`src/pclk_sel_pkg.sv`:
```
// Shared constants and code-to-divider table for the pixel clock select control
package pclk_sel_pkg;

  // ----------------------------------------------------------------------
  // Widths and reset values
  // ----------------------------------------------------------------------
  localparam int          CODE_W     = 4;
  localparam int          DIV_W      = 8;
  localparam logic [3:0]  CODE_RESET = 4'h0;

  // ----------------------------------------------------------------------
  // Divider table: entry = {reference ratio N, feedback ratio M}
  // Output frequency is the crystal frequency times M / N
  // ----------------------------------------------------------------------
  localparam logic [15:0] RATIO_TABLE [0:15] = '{
    16'h1D33,  // 0000 25.175 MHz
    16'h2E5B,  // 0001 28.322 MHz
    16'h0D3B,  // 0010 65.000 MHz
    16'h1645,  // 0011 44.900 MHz
    16'h5A59,  // 0100 14.161 MHz
    16'h4253,  // 0101 18.000 MHz
    16'h225F,  // 0110 40.000 MHz
    16'h1D49,  // 0111 36.000 MHz
    16'h1D33,  // 1000 25.175 MHz
    16'h2E5B,  // 1001 28.322 MHz
    16'h0931,  // 1010 78.000 MHz
    16'h0D3B,  // 1011 65.000 MHz
    16'h225F,  // 1100 40.000 MHz
    16'h0207,  // 1101 50.000 MHz
    16'h0516,  // 1110 63.000 MHz
    16'h23B0   // 1111 72.000 MHz
  };

  // Reference divider ratio for a frequency code
  function automatic logic [7:0] ref_ratio(input logic [3:0] code);
    ref_ratio = RATIO_TABLE[code][15:8];
  endfunction : ref_ratio

  // Feedback divider ratio for a frequency code
  function automatic logic [7:0] fb_ratio(input logic [3:0] code);
    fb_ratio = RATIO_TABLE[code][7:0];
  endfunction : fb_ratio

endpackage : pclk_sel_pkg

```
`src/pll_div_counter.sv`:
```
// Programmable divider counter with synchronous clear and terminal count pulse
`timescale 1ns/1ps
module pll_div_counter #(
  parameter int W = 8
) (
  // Clock and reset
  input  wire logic         clk_i,
  input  wire logic         sys_rst_i,
  // Control
  input  wire logic         clear_i,
  input  wire logic         tick_i,
  input  wire logic [W-1:0] ratio_i,
  // Status
  output logic      [W-1:0] count_o,
  output logic              tc_o
);

  logic [W-1:0] count_q;
  logic [W-1:0] count_d;

  // Terminal count on the input edge that completes one divided period
  assign tc_o    = tick_i && !clear_i && (count_q == ratio_i - W'(1));
  assign count_o = count_q;

  // Next count: clear pins it at zero, wrap on terminal count
  always_comb begin
    count_d = count_q;
    if (clear_i) begin
      count_d = '0;
    end else if (tc_o) begin
      count_d = '0;
    end else if (tick_i) begin
      count_d = count_q + W'(1);
    end
  end

  always_ff @(posedge clk_i or posedge sys_rst_i) begin
    if (sys_rst_i) begin
      count_q <= '0;
    end else begin
      count_q <= count_d;
    end
  end

endmodule : pll_div_counter

```
`src/pixel_clock_select_control.sv`:
```
// Frequency code capture, divider control and phase comparator of the pixel clock PLL
//
// What this block does
// - A four-bit code with bit 3 as MSB selects the synthesised output frequency.
// - The select inputs are captured into the code register on the strobe rising edge.
// - While the strobe is high the charge pump output is high impedance.
// - While the strobe is high both reference and feedback dividers sit at zero.
// - When the strobe falls both dividers count from zero and the pump is re-enabled together.
// - After release the first divider to reach terminal count sets the correction direction.
// - Power-on-clear loads the all-zeros code regardless of select inputs and strobe.
// - With bit 3 low, codes 0 to 7 pick 25.175, 28.322, 65, 44.9, 14.161, 18, 40, 36 MHz.
// - A low polarity select input inverts the sense of the charge pump correction.
`timescale 1ns/1ps
module pixel_clock_select_control
  import pclk_sel_pkg::*;
(
  // Clock and reset
  input  wire logic        clk_i,
  input  wire logic        sys_rst_i,
  // Frequency select pins from the display controller
  input  wire logic        freq_code_bit0_i,
  input  wire logic        freq_code_bit1_i,
  input  wire logic        freq_code_bit2_i,
  input  wire logic        freq_code_bit3_i,
  input  wire logic        strobe_i,
  // Loop clocks and polarity pin
  input  wire logic        crystal_in_i,
  input  wire logic        vco_clock_i,
  input  wire logic        pump_polarity_select_i,
  // Charge pump drive and status
  output logic             pump_o,
  output logic             pump_oe_o,
  output logic [3:0]       freq_code_o,
  output logic [7:0]       ref_ratio_o,
  output logic [7:0]       fb_ratio_o
);

  // ----------------------------------------------------------------------
  // Pin synchronisers
  // ----------------------------------------------------------------------
  // Stage 1 is read only by stage 2; stage 3 exists for edge detection
  logic [7:0] sync1_q, sync1_d;
  logic [7:0] sync2_q, sync2_d;
  logic [2:0] sync3_q, sync3_d;
  logic [3:0] code_s;
  logic       strobe_s, xtal_s, vco_s, pol_s;
  logic       strobe_rise, ref_tick, fb_tick;

  always_comb begin
    sync1_d = {pump_polarity_select_i, vco_clock_i, crystal_in_i, strobe_i,
               freq_code_bit3_i, freq_code_bit2_i, freq_code_bit1_i, freq_code_bit0_i};
    sync2_d = sync1_q;
    sync3_d = sync2_q[6:4];
  end

  // Polarity pin resets high, matching its internal pull-up
  always_ff @(posedge clk_i or posedge sys_rst_i) begin
    if (sys_rst_i) begin
      sync1_q <= 8'h80;
      sync2_q <= 8'h80;
      sync3_q <= 3'h0;
    end else begin
      sync1_q <= sync1_d;
      sync2_q <= sync2_d;
      sync3_q <= sync3_d;
    end
  end

  // Synchronised levels and single-cycle edge events
  assign code_s      = sync2_q[3:0];
  assign strobe_s    = sync2_q[4];
  assign xtal_s      = sync2_q[5];
  assign vco_s       = sync2_q[6];
  assign pol_s       = sync2_q[7];
  assign strobe_rise = strobe_s && !sync3_q[0];
  assign ref_tick    = xtal_s && !sync3_q[1];
  assign fb_tick     = vco_s && !sync3_q[2];

  // ----------------------------------------------------------------------
  // Frequency code register
  // ----------------------------------------------------------------------
  // Code and strobe share the same sync depth, so pin setup and hold carry over
  logic [3:0] code_q, code_d;

  always_comb begin
    code_d = code_q;
    if (strobe_rise) begin
      code_d = code_s;
    end
  end

  always_ff @(posedge clk_i or posedge sys_rst_i) begin
    if (sys_rst_i) begin
      code_q <= CODE_RESET;
    end else begin
      code_q <= code_d;
    end
  end

  // Table lookup covers primary and alternate sets
  assign freq_code_o = code_q;
  assign ref_ratio_o = ref_ratio(code_q);
  assign fb_ratio_o  = fb_ratio(code_q);

  // ----------------------------------------------------------------------
  // Reference and feedback dividers
  // ----------------------------------------------------------------------
  logic [7:0] ref_cnt, fb_cnt;
  logic       ref_tc, fb_tc;

  // Both dividers share the strobe as clear, so they restart on the same edge
  pll_div_counter #(.W(DIV_W)) u_ref_div (
    .clk_i     (clk_i),
    .sys_rst_i (sys_rst_i),
    .clear_i   (strobe_s),
    .tick_i    (ref_tick),
    .ratio_i   (ref_ratio_o),
    .count_o   (ref_cnt),
    .tc_o      (ref_tc)
  );

  pll_div_counter #(.W(DIV_W)) u_fb_div (
    .clk_i     (clk_i),
    .sys_rst_i (sys_rst_i),
    .clear_i   (strobe_s),
    .tick_i    (fb_tick),
    .ratio_i   (fb_ratio_o),
    .count_o   (fb_cnt),
    .tc_o      (fb_tc)
  );

  // ----------------------------------------------------------------------
  // Phase comparator
  // ----------------------------------------------------------------------
  // Tri-state phase-frequency detector; a tie cancels so no net correction
  logic up_q, up_d;
  logic dn_q, dn_d;

  always_comb begin
    up_d = up_q;
    dn_d = dn_q;
    if (strobe_s) begin
      up_d = 1'b0;
      dn_d = 1'b0;
    end else begin
      if (ref_tc) begin
        up_d = 1'b1;
      end
      if (fb_tc) begin
        dn_d = 1'b1;
      end
      if (up_d && dn_d) begin
        up_d = 1'b0;
        dn_d = 1'b0;
      end
    end
  end

  always_ff @(posedge clk_i or posedge sys_rst_i) begin
    if (sys_rst_i) begin
      up_q <= 1'b0;
      dn_q <= 1'b0;
    end else begin
      up_q <= up_d;
      dn_q <= dn_d;
    end
  end

  // ----------------------------------------------------------------------
  // Charge pump drive
  // ----------------------------------------------------------------------
  // Pump is released on the same synced strobe level that releases the dividers
  always_comb begin
    pump_oe_o = (up_q ^ dn_q) && !strobe_s;
    pump_o    = up_q ? pol_s : !pol_s;
  end
endmodule : pixel_clock_select_control

```
`config.mk`:
```
export PLATFORM = sky130hd
export DESIGN_NAME = pixel_clock_select_control
export DESIGN_NICKNAME = d
export VERILOG_FILES = /design/src/pclk_sel_pkg.sv /design/src/pll_div_counter.sv /design/src/pixel_clock_select_control.sv
export SDC_FILE = /design/constraint.sdc
export NUM_CORES = 1
export LEC_CHECK = 0
export BUFFER_PORTS_ARGS = -buffer_cell sky130_fd_sc_hd__buf_2
export CORE_ASPECT_RATIO = 0.9
export CORE_UTILIZATION = 55
export CTS_CLUSTER_DIAMETER = 120
export DETAILED_ROUTE_END_ITERATION = 10
export GPL_ROUTABILITY_DRIVEN = 0
export GPL_TIMING_DRIVEN = 0
export PLACE_DENSITY = 0.78
export SYNTH_ARGS = -nofsm -noshare
export SYNTH_HDL_FRONTEND = slang
export SYNTH_SLANG_ARGS = --single-unit
```
`constraint.sdc`:
```
create_clock -name clk_i -period 4.2 [get_ports clk_i]
set_input_delay 0.21 -clock clk_i [delete_from_list [all_inputs] [get_ports clk_i]]
set_output_delay 0.21 -clock clk_i [all_outputs]
set_load 0.05 [all_outputs]
```
==> results of run 1 <==
[power groups by stage]
stage | Combinational, µW | Sequential [µW] | Clock, µW
finish | 483 | 430 | 323
global route | 524 | 433 | 348
CTS | 481 | 430 | 331
detailed placement | 479 | 438 | 0
global placement | 472 | 436 | 0
floorplan | 369 | 451 | 0
[worst max-delay path, cell delays in order, from the launching register on]
cell       delay (ns)
dfrtp_1          0.44
buf_2            0.24
clkbuf_1         0.37
nor2_1           0.10
a211oi_1         0.22
a31o_2           0.17
ha_1             0.18
inv_1            0.06
nor4_1           0.34
xnor2_1          0.16
a2111oi_4        0.60
a21oi_2          0.23
a221o_1          0.38
[flip-flops by register name, summed over array words and instances, names as in the netlist]
register,flops
dn_q,1
freq_code_o,4
sync1_q,8
sync2_q,8
sync3_q,3
u_fb_div.count_o,8
u_ref_div.count_o,8
up_q,1
[final cells by class]
type | instances | area, µm² | area share (%)
plain buffers | 14 | 66.31 | 2.206
clock buffers | 6 | 82.58 | 2.748
clock inverters | 2 | 37.54 | 1.249
inverters | 18 | 67.56 | 2.248
multi-input cells | 215 | 1485 | 49.42
flip-flops and latches | 41 | 1028 | 34.22
well taps | 62 | 77.57 | 2.581
repair buffers | 31 | 160.2 | 5.329
[through the flow]
stage	area (µm²)	std cells
after floorplan	2648	288
after global placement	2875	380
after detailed placement	2875	380
after CTS	2995	388
after global routing	3005	389
final	3005	389
[synth_stat cells (3+ instances only)]
library cell,n,share of area [%]
nand2b_1,5,1.2
mux2_2,3,1.3
buf_2,5,0.95
a31oi_1,4,0.95
nor4_1,3,0.71
nor2b_1,7,1.7
o21ai_0,7,1.3
inv_1,17,2.4
ha_1,11,5.2
xor2_1,7,2.3
a211oi_1,3,0.85
and2_1,4,0.95
a21oi_1,15,2.8
dfrtp_1,39,37
nand4_1,3,0.71
nor3_1,6,1.1
nand3_1,15,2.8
a221o_1,5,1.9
o211ai_1,4,1.1
o211a_1,3,1.1
and3_1,3,0.71
mux2i_1,4,1.5
clkbuf_1,7,0.99
or2_2,7,1.7
nor2_1,16,2.3
o21ai_1,3,0.57
nor3b_1,4,1.1
xnor2_1,9,3.0
nand2_1,25,3.5
o22ai_1,4,0.95
or3_1,3,0.71
[layer usage]
layer  GRT usage, %  routed length [µm]
met1          33.17                2656
met4          6.481                  54
met2          39.64                2672
met3          4.713                 396
met5              0                   0
[kinds of logic after synthesis]
| group | after synthesis |
|---|---|
| AND/OR/NAND/NOR | 111 |
| AO/OA/AOI/OAI | 67 |
| flip-flops | 41 |
| buffers and inverters | 32 |
| XOR/XNOR | 16 |
| adder cells (fa/ha/maj) | 11 |
| multiplexers | 9 |
| other | 1 |
[path summary, 6_finish.rpt]
kind	from	end	slack (ns)	cells past startpoint
worst max register to register	freq_code_o[2]	u_fb_div.count_o[3]	0.57	12
max in group asynchronous	sys_rst_i	u_ref_div.count_o[7]	3.60	2
worst min-delay path	freq_code_bit1_i	sync1_q[1]	0.02	1
worst min register to register	sync1_q[0]	sync2_q[0]	0.35	0
min in group asynchronous	sys_rst_i	sync1_q[6]	0.08	2
worst max-delay path	freq_code_o[2]	u_fb_div.count_o[3]	0.57	12
==> summary.md, run 1 <==
| Metric | Value |
|---|---|
| Syn_nets | `a little over 300` |
| Net Sw Frac | `38.74%` |
| Die ar. | `about 5100 µm²` |
| Rel. slew slack | `~45%` |
| Synth Area in Compound Gates | `18.48%` |
| Die width | `between 70 and 80 µm` |
| Vias/cell | `approximately 6` |
| RSZ-0062 raised after global routing | `no` |
| Core Footprint | `between 4000 and 5000 µm²` |
| Max-slew violations | `0` |
| Setup Skew | `0.001709 ns` |
| FFs w/ async S/R, synth | `100.0%` |
| Clock buffer count from CTS | `5` |
| ANT cells | `0` |
| Clk pwr share | `26.1%` |
| Register area share after synthesis | `38.85%` |
| Initial antenna violation count | `0` |
| Root Buffer | `clkbuf_8` |
| Synth Area in Adders | `5.198%` |
| Crit path launch type | `flip-flop` |
| Leakage | `0.001362 µW` |
| Mux cell area share after synthesis | `4.490%` |
| Crit Path Class | `reg2reg` |
| Syn avg cell area | `9.193 µm²` |
| Die height | `just under 70 µm` |
| Seq pwr share | `a little over a third` |
| Hold Path Class | `in2reg` |
| Worst Setup End Kind | `flip-flop` |
| Number of max-cap violations | `0` |
| Power per Cell Area | `between 400 and 500 nW/µm²` |
| Ys flop type | `dfrtp_1` |
| Utilization after layout | `66.10%` |
| WP data required | `4.37 ns` |
| CTS H-tree depth | `2` |
| Post-route setup TNS | `0 ns` |
| Power consumption | `1237 µW` |
| Final WL | `5.779 mm` |
| Clk slew on worst S/H paths | `0.08 ns` |
| Row cnt | `23` |
| Net Sw Power | `479.1 µW` |
| Simple-Gate Fraction of Synth Area | `22.50%` |
| Most frequent cells in the layout | `dfrtp_1 (39), buf_2 (35), nand2_1 (25)` |
| Share of layout cells above drive strength 1 | `20.80%` |
| DRT iter0 DRCs | `150` |
| Post-CTS sizing | `0` |
| FMAX | `275.2 MHz` |
| Largest net degree at the start of global routing | `42` |
| Gr usage total | `24.23%` |
| DR WL/cell | `14.86 µm` |
| Boundary Pins | `32` |
| Post-synth EDFFs | `0` |
| Drt drc | `0` |
| Maximum VDD drop | `0.3094 mV` |
| Vias in the first global route | `1983` |
| CTS max path bufs | `2` |
| First-pass GRT wire length | `slightly above 9 mm` |
| Most common cell after layout, fill and taps aside | `dfrtp_1` |
| Layout Nets | `347` |
| Final worst path period share | `around 87%` |
| Postcts setup bufs | `0` |
| Pint | `757.6 µW` |
| Dpl ws | `0.6225 ns` |
| Detailed placement HPWL | `4.203 mm` |
| Status | `finished clean` |
| DR vias | `2283` |
| CTS Hold Buffers Added | `0` |
| Largest family of logic cells by synthesized area | `simple AND/OR/NAND/NOR gates` |
| FILL cells | `389` |
| DRT antenna net count | `0` |
| Final WS setup | `0.5668 ns` |
| Gate power share | `between 30% and 40%` |
| Netlist cell types | `between 50 and 60` |
| Hold Slack | `0.02309 ns` |
| Synth warn | `0` |
| Synth Register Bits | `41` |
| CTS tree | `yes` |
| DRT Pass-1 Iters | `4` |
| Post-Synth XOR/XNOR Area | `5.293%` |
| Sink Count | `approximately 40` |
| Mapped Area | `2648 µm²` |
| Worst Path Arrival | `3.80 ns` |
| Hold Fails Final Rpt | `0` |
| Overflow after GRT | `0` |
| IO buf count | `30` |
| Initial Util | `around three fifths` |
| Max Fanout on Critical Path | `10` |
| Area growth syn-to-layout | `13.52%` |
| Syn Inst Count | `288` |
| Tmin final | `3.633 ns` |
| Skew-Pair Late Insertion Delay | `0.29 ns` |
| Setup violations, final | `0` |
| Slew @ Worst Pin | `roughly 0.8 ns` |
Power figures use the tool's default switching activity.
==> inputs of run 2 (changes only) <==
==> constraint.sdc (replaced) <==
create_clock -name clk_i -period 4.2 [get_ports clk_i]
set_input_delay 0.42 -clock clk_i [delete_from_list [all_inputs] [get_ports clk_i]]
set_output_delay 0.42 -clock clk_i [all_outputs]
set_load 0.005 [all_outputs]
==> summary.md, run 2 (same netlist as run 1, synthesis figures left out) <==
| Metric | Value |
|---|---|
| Die ar. | `5096 µm² (unchanged)` |
| Drt drc | `0 (unchanged)` |
| Root Buffer | `clkbuf_8` |
| Worst Setup End Kind | `flip-flop` |
| Vias in the first global route | `1983 (unchanged)` |
| Clk slew on worst S/H paths | `0.08 ns (about the same)` |
| Power consumption | `1104 µW (-11%)` |
| Crit Path Class | `reg2reg` |
| Hold Fails Final Rpt | `0 (unchanged)` |
| DRT antenna net count | `0 (unchanged)` |
| DR WL/cell | `14.89 µm (+0.22%)` |
| Status | `finished clean` |
| Boundary Pins | `32 (unchanged)` |
| Die height | `67.82 µm (unchanged)` |
| Clock buffer count from CTS | `5 (unchanged)` |
| Delay-heaviest family, CP | `compound AO/OA/AOI/OAI gates` |
| FILL cells | `390 (+0.26%)` |
| Initial antenna violation count | `0 (unchanged)` |
| Final WL | `5.777 mm (about the same)` |
| Sink Count | `41 (unchanged)` |
| First-pass GRT wire length | `9.149 mm (unchanged)` |
| Post-CTS sizing | `0 (unchanged)` |
| IO buf count | `30 (unchanged)` |
| DRT iter0 DRCs | `138 (-8.0%)` |
| Postcts setup bufs | `0 (unchanged)` |
| Row cnt | `23 (unchanged)` |
| Final worst path period share | `86.28% (-0.23 points)` |
| FMAX | `276.0 MHz (+0.26%)` |
| Setup violations, final | `0 (unchanged)` |
| Initial Util | `58.23% (unchanged)` |
| Crit path buf inv count | `2 (-1)` |
| Most frequent cells in the layout | `dfrtp_1 (39), buf_2 (35), nand2_1 (25)` |
| Max Fanout on Critical Path | `9 (-1)` |
| Largest net degree at the start of global routing | `42 (unchanged)` |
| Max-slew violations | `0 (unchanged)` |
| Gr usage total | `24.23% (unchanged)` |
| Worst Path Arrival | `3.79 ns (about the same)` |
| Slew @ Worst Pin | `0.8232 ns (-0.0007667 ns)` |
| Crit path launch type | `flip-flop` |
| Most common cell after layout, fill and taps aside | `dfrtp_1` |
| Area growth syn-to-layout | `13.14%` |
| Crit-path cells | `inv_1 -> ha_1 -> a211oi_1 -> a31o_2 -> ha_1 -> inv_1 -> nor4_1 -> xnor2_1 -> a2111oi_4 -> a21oi_2 -> a221o_1` |
| Number of max-cap violations | `0 (unchanged)` |
| DRT Pass-1 Iters | `5 (+1)` |
| DR vias | `2298 (+0.66%)` |
| CTS tree | `yes` |
| Rel. slew slack | `45.04% (+0.051 points)` |
| Leakage | `0.001358 µW (-0.31%)` |
| CTS max path bufs | `2 (unchanged)` |
| Placed instance area | `2875 µm² (unchanged)` |
| Detailed placement HPWL | `4.203 mm (unchanged)` |
| Power per Cell Area | `368.5 nW/µm² (-10%)` |
| Max stage delay on crit path | `0.60 ns (about the same)` |
| Share of layout cells above drive strength 1 | `20.86% (+0.064 points)` |
| Post-route setup TNS | `0 ns (unchanged)` |
| Core Footprint | `4547 µm² (unchanged)` |
| Maximum VDD drop | `0.3076 mV (-0.60%)` |
| WP data required | `4.37 ns (about the same)` |
| Tmin final | `3.624 ns (-0.009537 ns)` |
| ANT cells | `0 (unchanged)` |
| Die width | `75.14 µm (unchanged)` |
| Skew-Pair Late Insertion Delay | `0.29 ns (about the same)` |
| Critical path's slowest cell | `a2111oi_4` |
| Setup Skew | `0.002996 ns (+0.001287 ns)` |
| CTS Hold Buffers Added | `0 (unchanged)` |
| Overflow after GRT | `0 (unchanged)` |
| Hold Path Class | `in2reg` |
| Design area | `2995 µm² (-0.33%)` |
| CTS H-tree depth | `2 (unchanged)` |
| Vias/cell | `5.923 (+0.92%)` |
| RSZ-0062 raised after global routing | `no` |
| Layout Nets | `346 (-0.29%)` |
run 2: worst paths after layout:
path | cells past startpoint | end | slack [ns] | startpoint
worst max register to register | 11 | u_fb_div.count_o[3] | 0.58 | freq_code_o[0]
min in group asynchronous | 2 | sync1_q[6] | 0.29 | sys_rst_i
max in group asynchronous | 2 | u_ref_div.count_o[7] | 3.39 | sys_rst_i
worst min register to register | 0 | sync2_q[0] | 0.35 | sync1_q[0]
worst max-delay path | 11 | u_fb_div.count_o[3] | 0.58 | freq_code_o[0]
worst min-delay path | 1 | sync1_q[7] | 0.23 | pump_polarity_select_i
run 2: power by group:
group | switching [µW] | total, µW | internal [µW]
Sequential | 18.1 | 430 | 412
Combinational | 199 | 350 | 151
Clock | 131 | 324 | 193
Total | 348 | 1100 | 756
run 2: metal layers:
metal / track usage (%) / part of all wire, % / wire (µm) / vias up
met5: 0 / 0 / 0 / -
met4: 6.481 / 0.99 / 57 / 0
met3: 4.713 / 5.6 / 323 / 6
met2: 39.64 / 46 / 2631 / 87
met1: 33.17 / 48 / 2765 / 1100
li1: - / - / - / 1105
run 2: area by class of cell:
cell class / count / area (µm²) / area share [%]
multi-input combinational: 215 / 1485 / 49.58
sequential: 41 / 1028 / 34.34
timing repair buffer: 30 / 150.1 / 5.013
clock buffer: 6 / 82.58 / 2.757
tap: 62 / 77.57 / 2.590
inverter: 18 / 67.56 / 2.256
buffer: 14 / 66.31 / 2.214
clock inverter: 2 / 37.54 / 1.253
run 2: worst reg2reg max path: cells and delay by family, from the launching register on:
family          cells  cell delay, ns
flops               1            0.51
simple gates        1            0.34
compound gates      5            1.64
xor+xnor            1            0.16
buf+inv             2            0.25
fa+ha+maj           2            0.61
run 2: metrics by stage:
step | setup WS (ns) | hold slack, ns | util [%] | cells
2_1_floorplan | 0.9231 | 0.3312 | - | 288
3_3_place_gp | 0.6706 | 0.3327 | 63.24 | 380
3_5_place_dp | 0.6225 | 0.3358 | 63.24 | 380
4_1_cts | 0.6059 | 0.2159 | 65.88 | 388
5_1_grt | 0.3922 | 0.2007 | 65.88 | 388
6_report | 0.5763 | 0.2254 | 65.88 | 388
==> inputs of run 3 (changes only) <==
CORE_UTILIZATION = 50   (was 55)
PLACE_DENSITY = 0.72   (was 0.78)
==> summary.md, run 3 (same netlist as run 1, synthesis figures left out) <==
| Metric | Value |
|---|---|
| Terminus of the critical flop-to-flop path | `u_fb_div.count_o[6]` |
| IO buf count | `30 (unchanged)` |
| DRT iter0 DRCs | `159 (+15%)` |
| Sink Count | `41 (unchanged)` |
| Overflow after GRT | `0 (unchanged)` |
| CTS Hold Buffers Added | `0 (unchanged)` |
| Most frequent cells in the layout | `dfrtp_1 (39), buf_2 (35), nand2_1 (25)` |
| Post-CTS sizing | `0 (unchanged)` |
| Largest net degree at the start of global routing | `42 (unchanged)` |
| Dpl ws | `0.6104 ns (-0.01203 ns)` |
| Worst R2R Start | `freq_code_o[2]` |
| FMAX | `275.6 MHz (-0.12%)` |
| Worst Hold Path EP | `sync1_q[7]` |
| Detailed placement HPWL | `4.197 mm (-0.15%)` |
| Vias/cell | `5.716 (-3.5%)` |
| Maximum VDD drop | `0.2073 mV (-33%)` |
| Clk slew on worst S/H paths | `0.08 ns (about the same)` |
| Max stage delay on crit path | `0.58 ns (-0.02 ns)` |
| Setup Skew | `0.01097 ns (+0.007972 ns)` |
| Tmin final | `3.628 ns (+0.004377 ns)` |
| Row cnt | `24 (+4.3%)` |
| Placed instance area | `2879 µm² (+0.13%)` |
| Drt drc | `0 (unchanged)` |
| Layout Nets | `346 (unchanged)` |
| Share of layout cells above drive strength 1 | `19.94% (-0.92 points)` |
| ANT cells | `0 (unchanged)` |
| Critical path's slowest cell | `a2111oi_4` |
| Crit path launch type | `flip-flop` |
| Core Footprint | `4955 µm² (+9.0%)` |
| Max-slew violations | `0 (unchanged)` |
| Crit-path cells | `buf_2 -> clkbuf_1 -> nor2_1 -> a211oi_1 -> a31o_2 -> ha_1 -> inv_1 -> nor4_1 -> xnor2_1 -> a2111oi_4 -> a21oi_2 -> a221o_1` |
| Leakage | `0.001340 µW (-1.3%)` |
| Setup violations, final | `0 (unchanged)` |
| Final WS setup | `0.5720 ns (-0.004377 ns)` |
| Initial Util | `53.43% (-4.8 points)` |
| Max Fanout on Critical Path | `10 (+1)` |
| Skew-Pair Late Insertion Delay | `0.29 ns (about the same)` |
| Worst Path Arrival | `3.81 ns (+0.02 ns)` |
| Vias in the first global route | `2059 (+3.8%)` |
| Path depth of the worst reg2reg path | `12 (+1)` |
| Worst Hold Depth | `1 (unchanged)` |
| Boundary Pins | `32 (unchanged)` |
| CTS max path bufs | `2 (unchanged)` |
| Met2 WL | `2.482 mm (-5.7%)` |
| Rel. slew slack | `44.56% (-0.48 points)` |
| FILL cells | `457 (+17%)` |
| First-pass GRT wire length | `9.846 mm (+7.6%)` |
| WL met1 | `2.821 mm (+2.0%)` |
| Gr usage total | `22.79% (-1.4 points)` |
| Multi-input gate area | `1485 µm² (unchanged)` |
| Initial antenna violation count | `0 (unchanged)` |
| Met3 WL post-DR | `338 µm (+4.6%)` |
| DRT antenna net count | `0 (unchanged)` |
| WP data required | `4.38 ns (about the same)` |
| Slew @ Worst Pin | `0.8304 ns (+0.007188 ns)` |
| Power per Cell Area | `346.6 nW/µm² (-5.9%)` |
| HP Start | `pump_polarity_select_i` |
| DR WL/cell | `14.68 µm (-1.4%)` |
| Status | `finished clean` |
| Most common cell after layout, fill and taps aside | `dfrtp_1` |
| Root Buffer | `clkbuf_8` |
| Die ar. | `5591 µm² (+9.7%)` |
| CTS H-tree depth | `2 (unchanged)` |
| DRT Pass-1 Iters | `4 (-1)` |
| Number of max-cap violations | `0 (unchanged)` |
| Critical path launch point | `freq_code_o[2]` |
| Clock buffer count from CTS | `5 (unchanged)` |
| Final worst path period share | `86.38% (+0.10 points)` |
| Flop2flop setup slack | `0.57 ns (about the same)` |
| Design area | `2959 µm² (-1.2%)` |
| Post-route setup TNS | `0 ns (unchanged)` |
| Area growth syn-to-layout | `11.77%` |
| Max layer used | `met4` |
| CTS tree | `yes` |
| Reg area | `1028 µm² (unchanged)` |
| Hold Path Class | `in2reg` |
| DR vias | `2235 (-2.7%)` |
| RSZ-0062 raised after global routing | `no` |
| Hold Fails Final Rpt | `0 (unchanged)` |
| Postcts setup bufs | `0 (unchanged)` |
| Die width | `78.71 µm (+4.8%)` |
| Die height | `71.04 µm (+4.7%)` |
| Final WL | `5.741 mm (-0.62%)` |
| Worst Setup End Kind | `flip-flop` |
| Crit Path Class | `reg2reg` |
==> run 3: changes by cell type in the layout (fill, tap and decap cells not counted) <==
cell	previous run	this run
clkbuf_1	7	10
clkinvlp_4	1	0
clkbuf_8	6	5
bufinv_16	1	0
==> run 3: worst max-delay path: cells and delay by family (launching register included) <==
kind | cells | cell delay [ns]
buffers and inverters | 3 | 0.67
XOR/XNOR | 1 | 0.17
adder cells (fa/ha/maj) | 1 | 0.20
flip-flops | 1 | 0.46
AO/OA/AOI/OAI | 5 | 1.54
AND/OR/NAND/NOR | 2 | 0.46
==> run 3: final cells by class <==
class	count	area share, %
buffer	14	2.241
clock buffer	8	2.706
timing repair buffer	30	5.074
inverter	18	2.283
sequential	41	34.76
tap	65	2.748
multi-input combinational	215	50.19
==> run 3: how the worst max path moves through the flow <==
| stage | endpoint | cells after the start |
|---|---|---|
| 2_1_floorplan | u_ref_div.count_o[1] | 10 |
| 5_1_grt | u_fb_div.count_o[3] | 12 |
| 4_1_cts | u_fb_div.count_o[6] | 12 |
| 6_report | u_fb_div.count_o[6] | 12 |
| 3_5_place_dp | u_fb_div.count_o[3] | 12 |
| 3_3_place_gp | u_ref_div.count_o[1] | 10 |
==> run 3: where the power goes <==
part	total, µW	switching, µW	leakage (µW)	internal (µW)
Clock	244	126	0.0000395	118
Combinational	351	200	0.000783	151
Sequential	430	18.0	0.000517	412
==> run 3: metal layers <==
layer / up-vias / GRT usage, %
met2: 70 / 33.04
li1: 1113 / -
met5: - / 0
met3: 9 / 4.258
met4: 0 / 10.08
met1: 1043 / 33.09
==> run 3: metrics by stage <==
step / instances / hold slack (ns) / utilization, % / total power (µW)
5_1_grt: 391 / 0.2068 / 59.72 / 1091
3_5_place_dp: 383 / 0.3347 / 58.11 / 786.6
6_report: 391 / 0.2286 / 59.72 / 1026
2_1_floorplan: 288 / 0.3312 / - / 687.6
4_1_cts: 391 / 0.2178 / 59.72 / 1031
3_3_place_gp: 383 / 0.3327 / 58.11 / 778.6
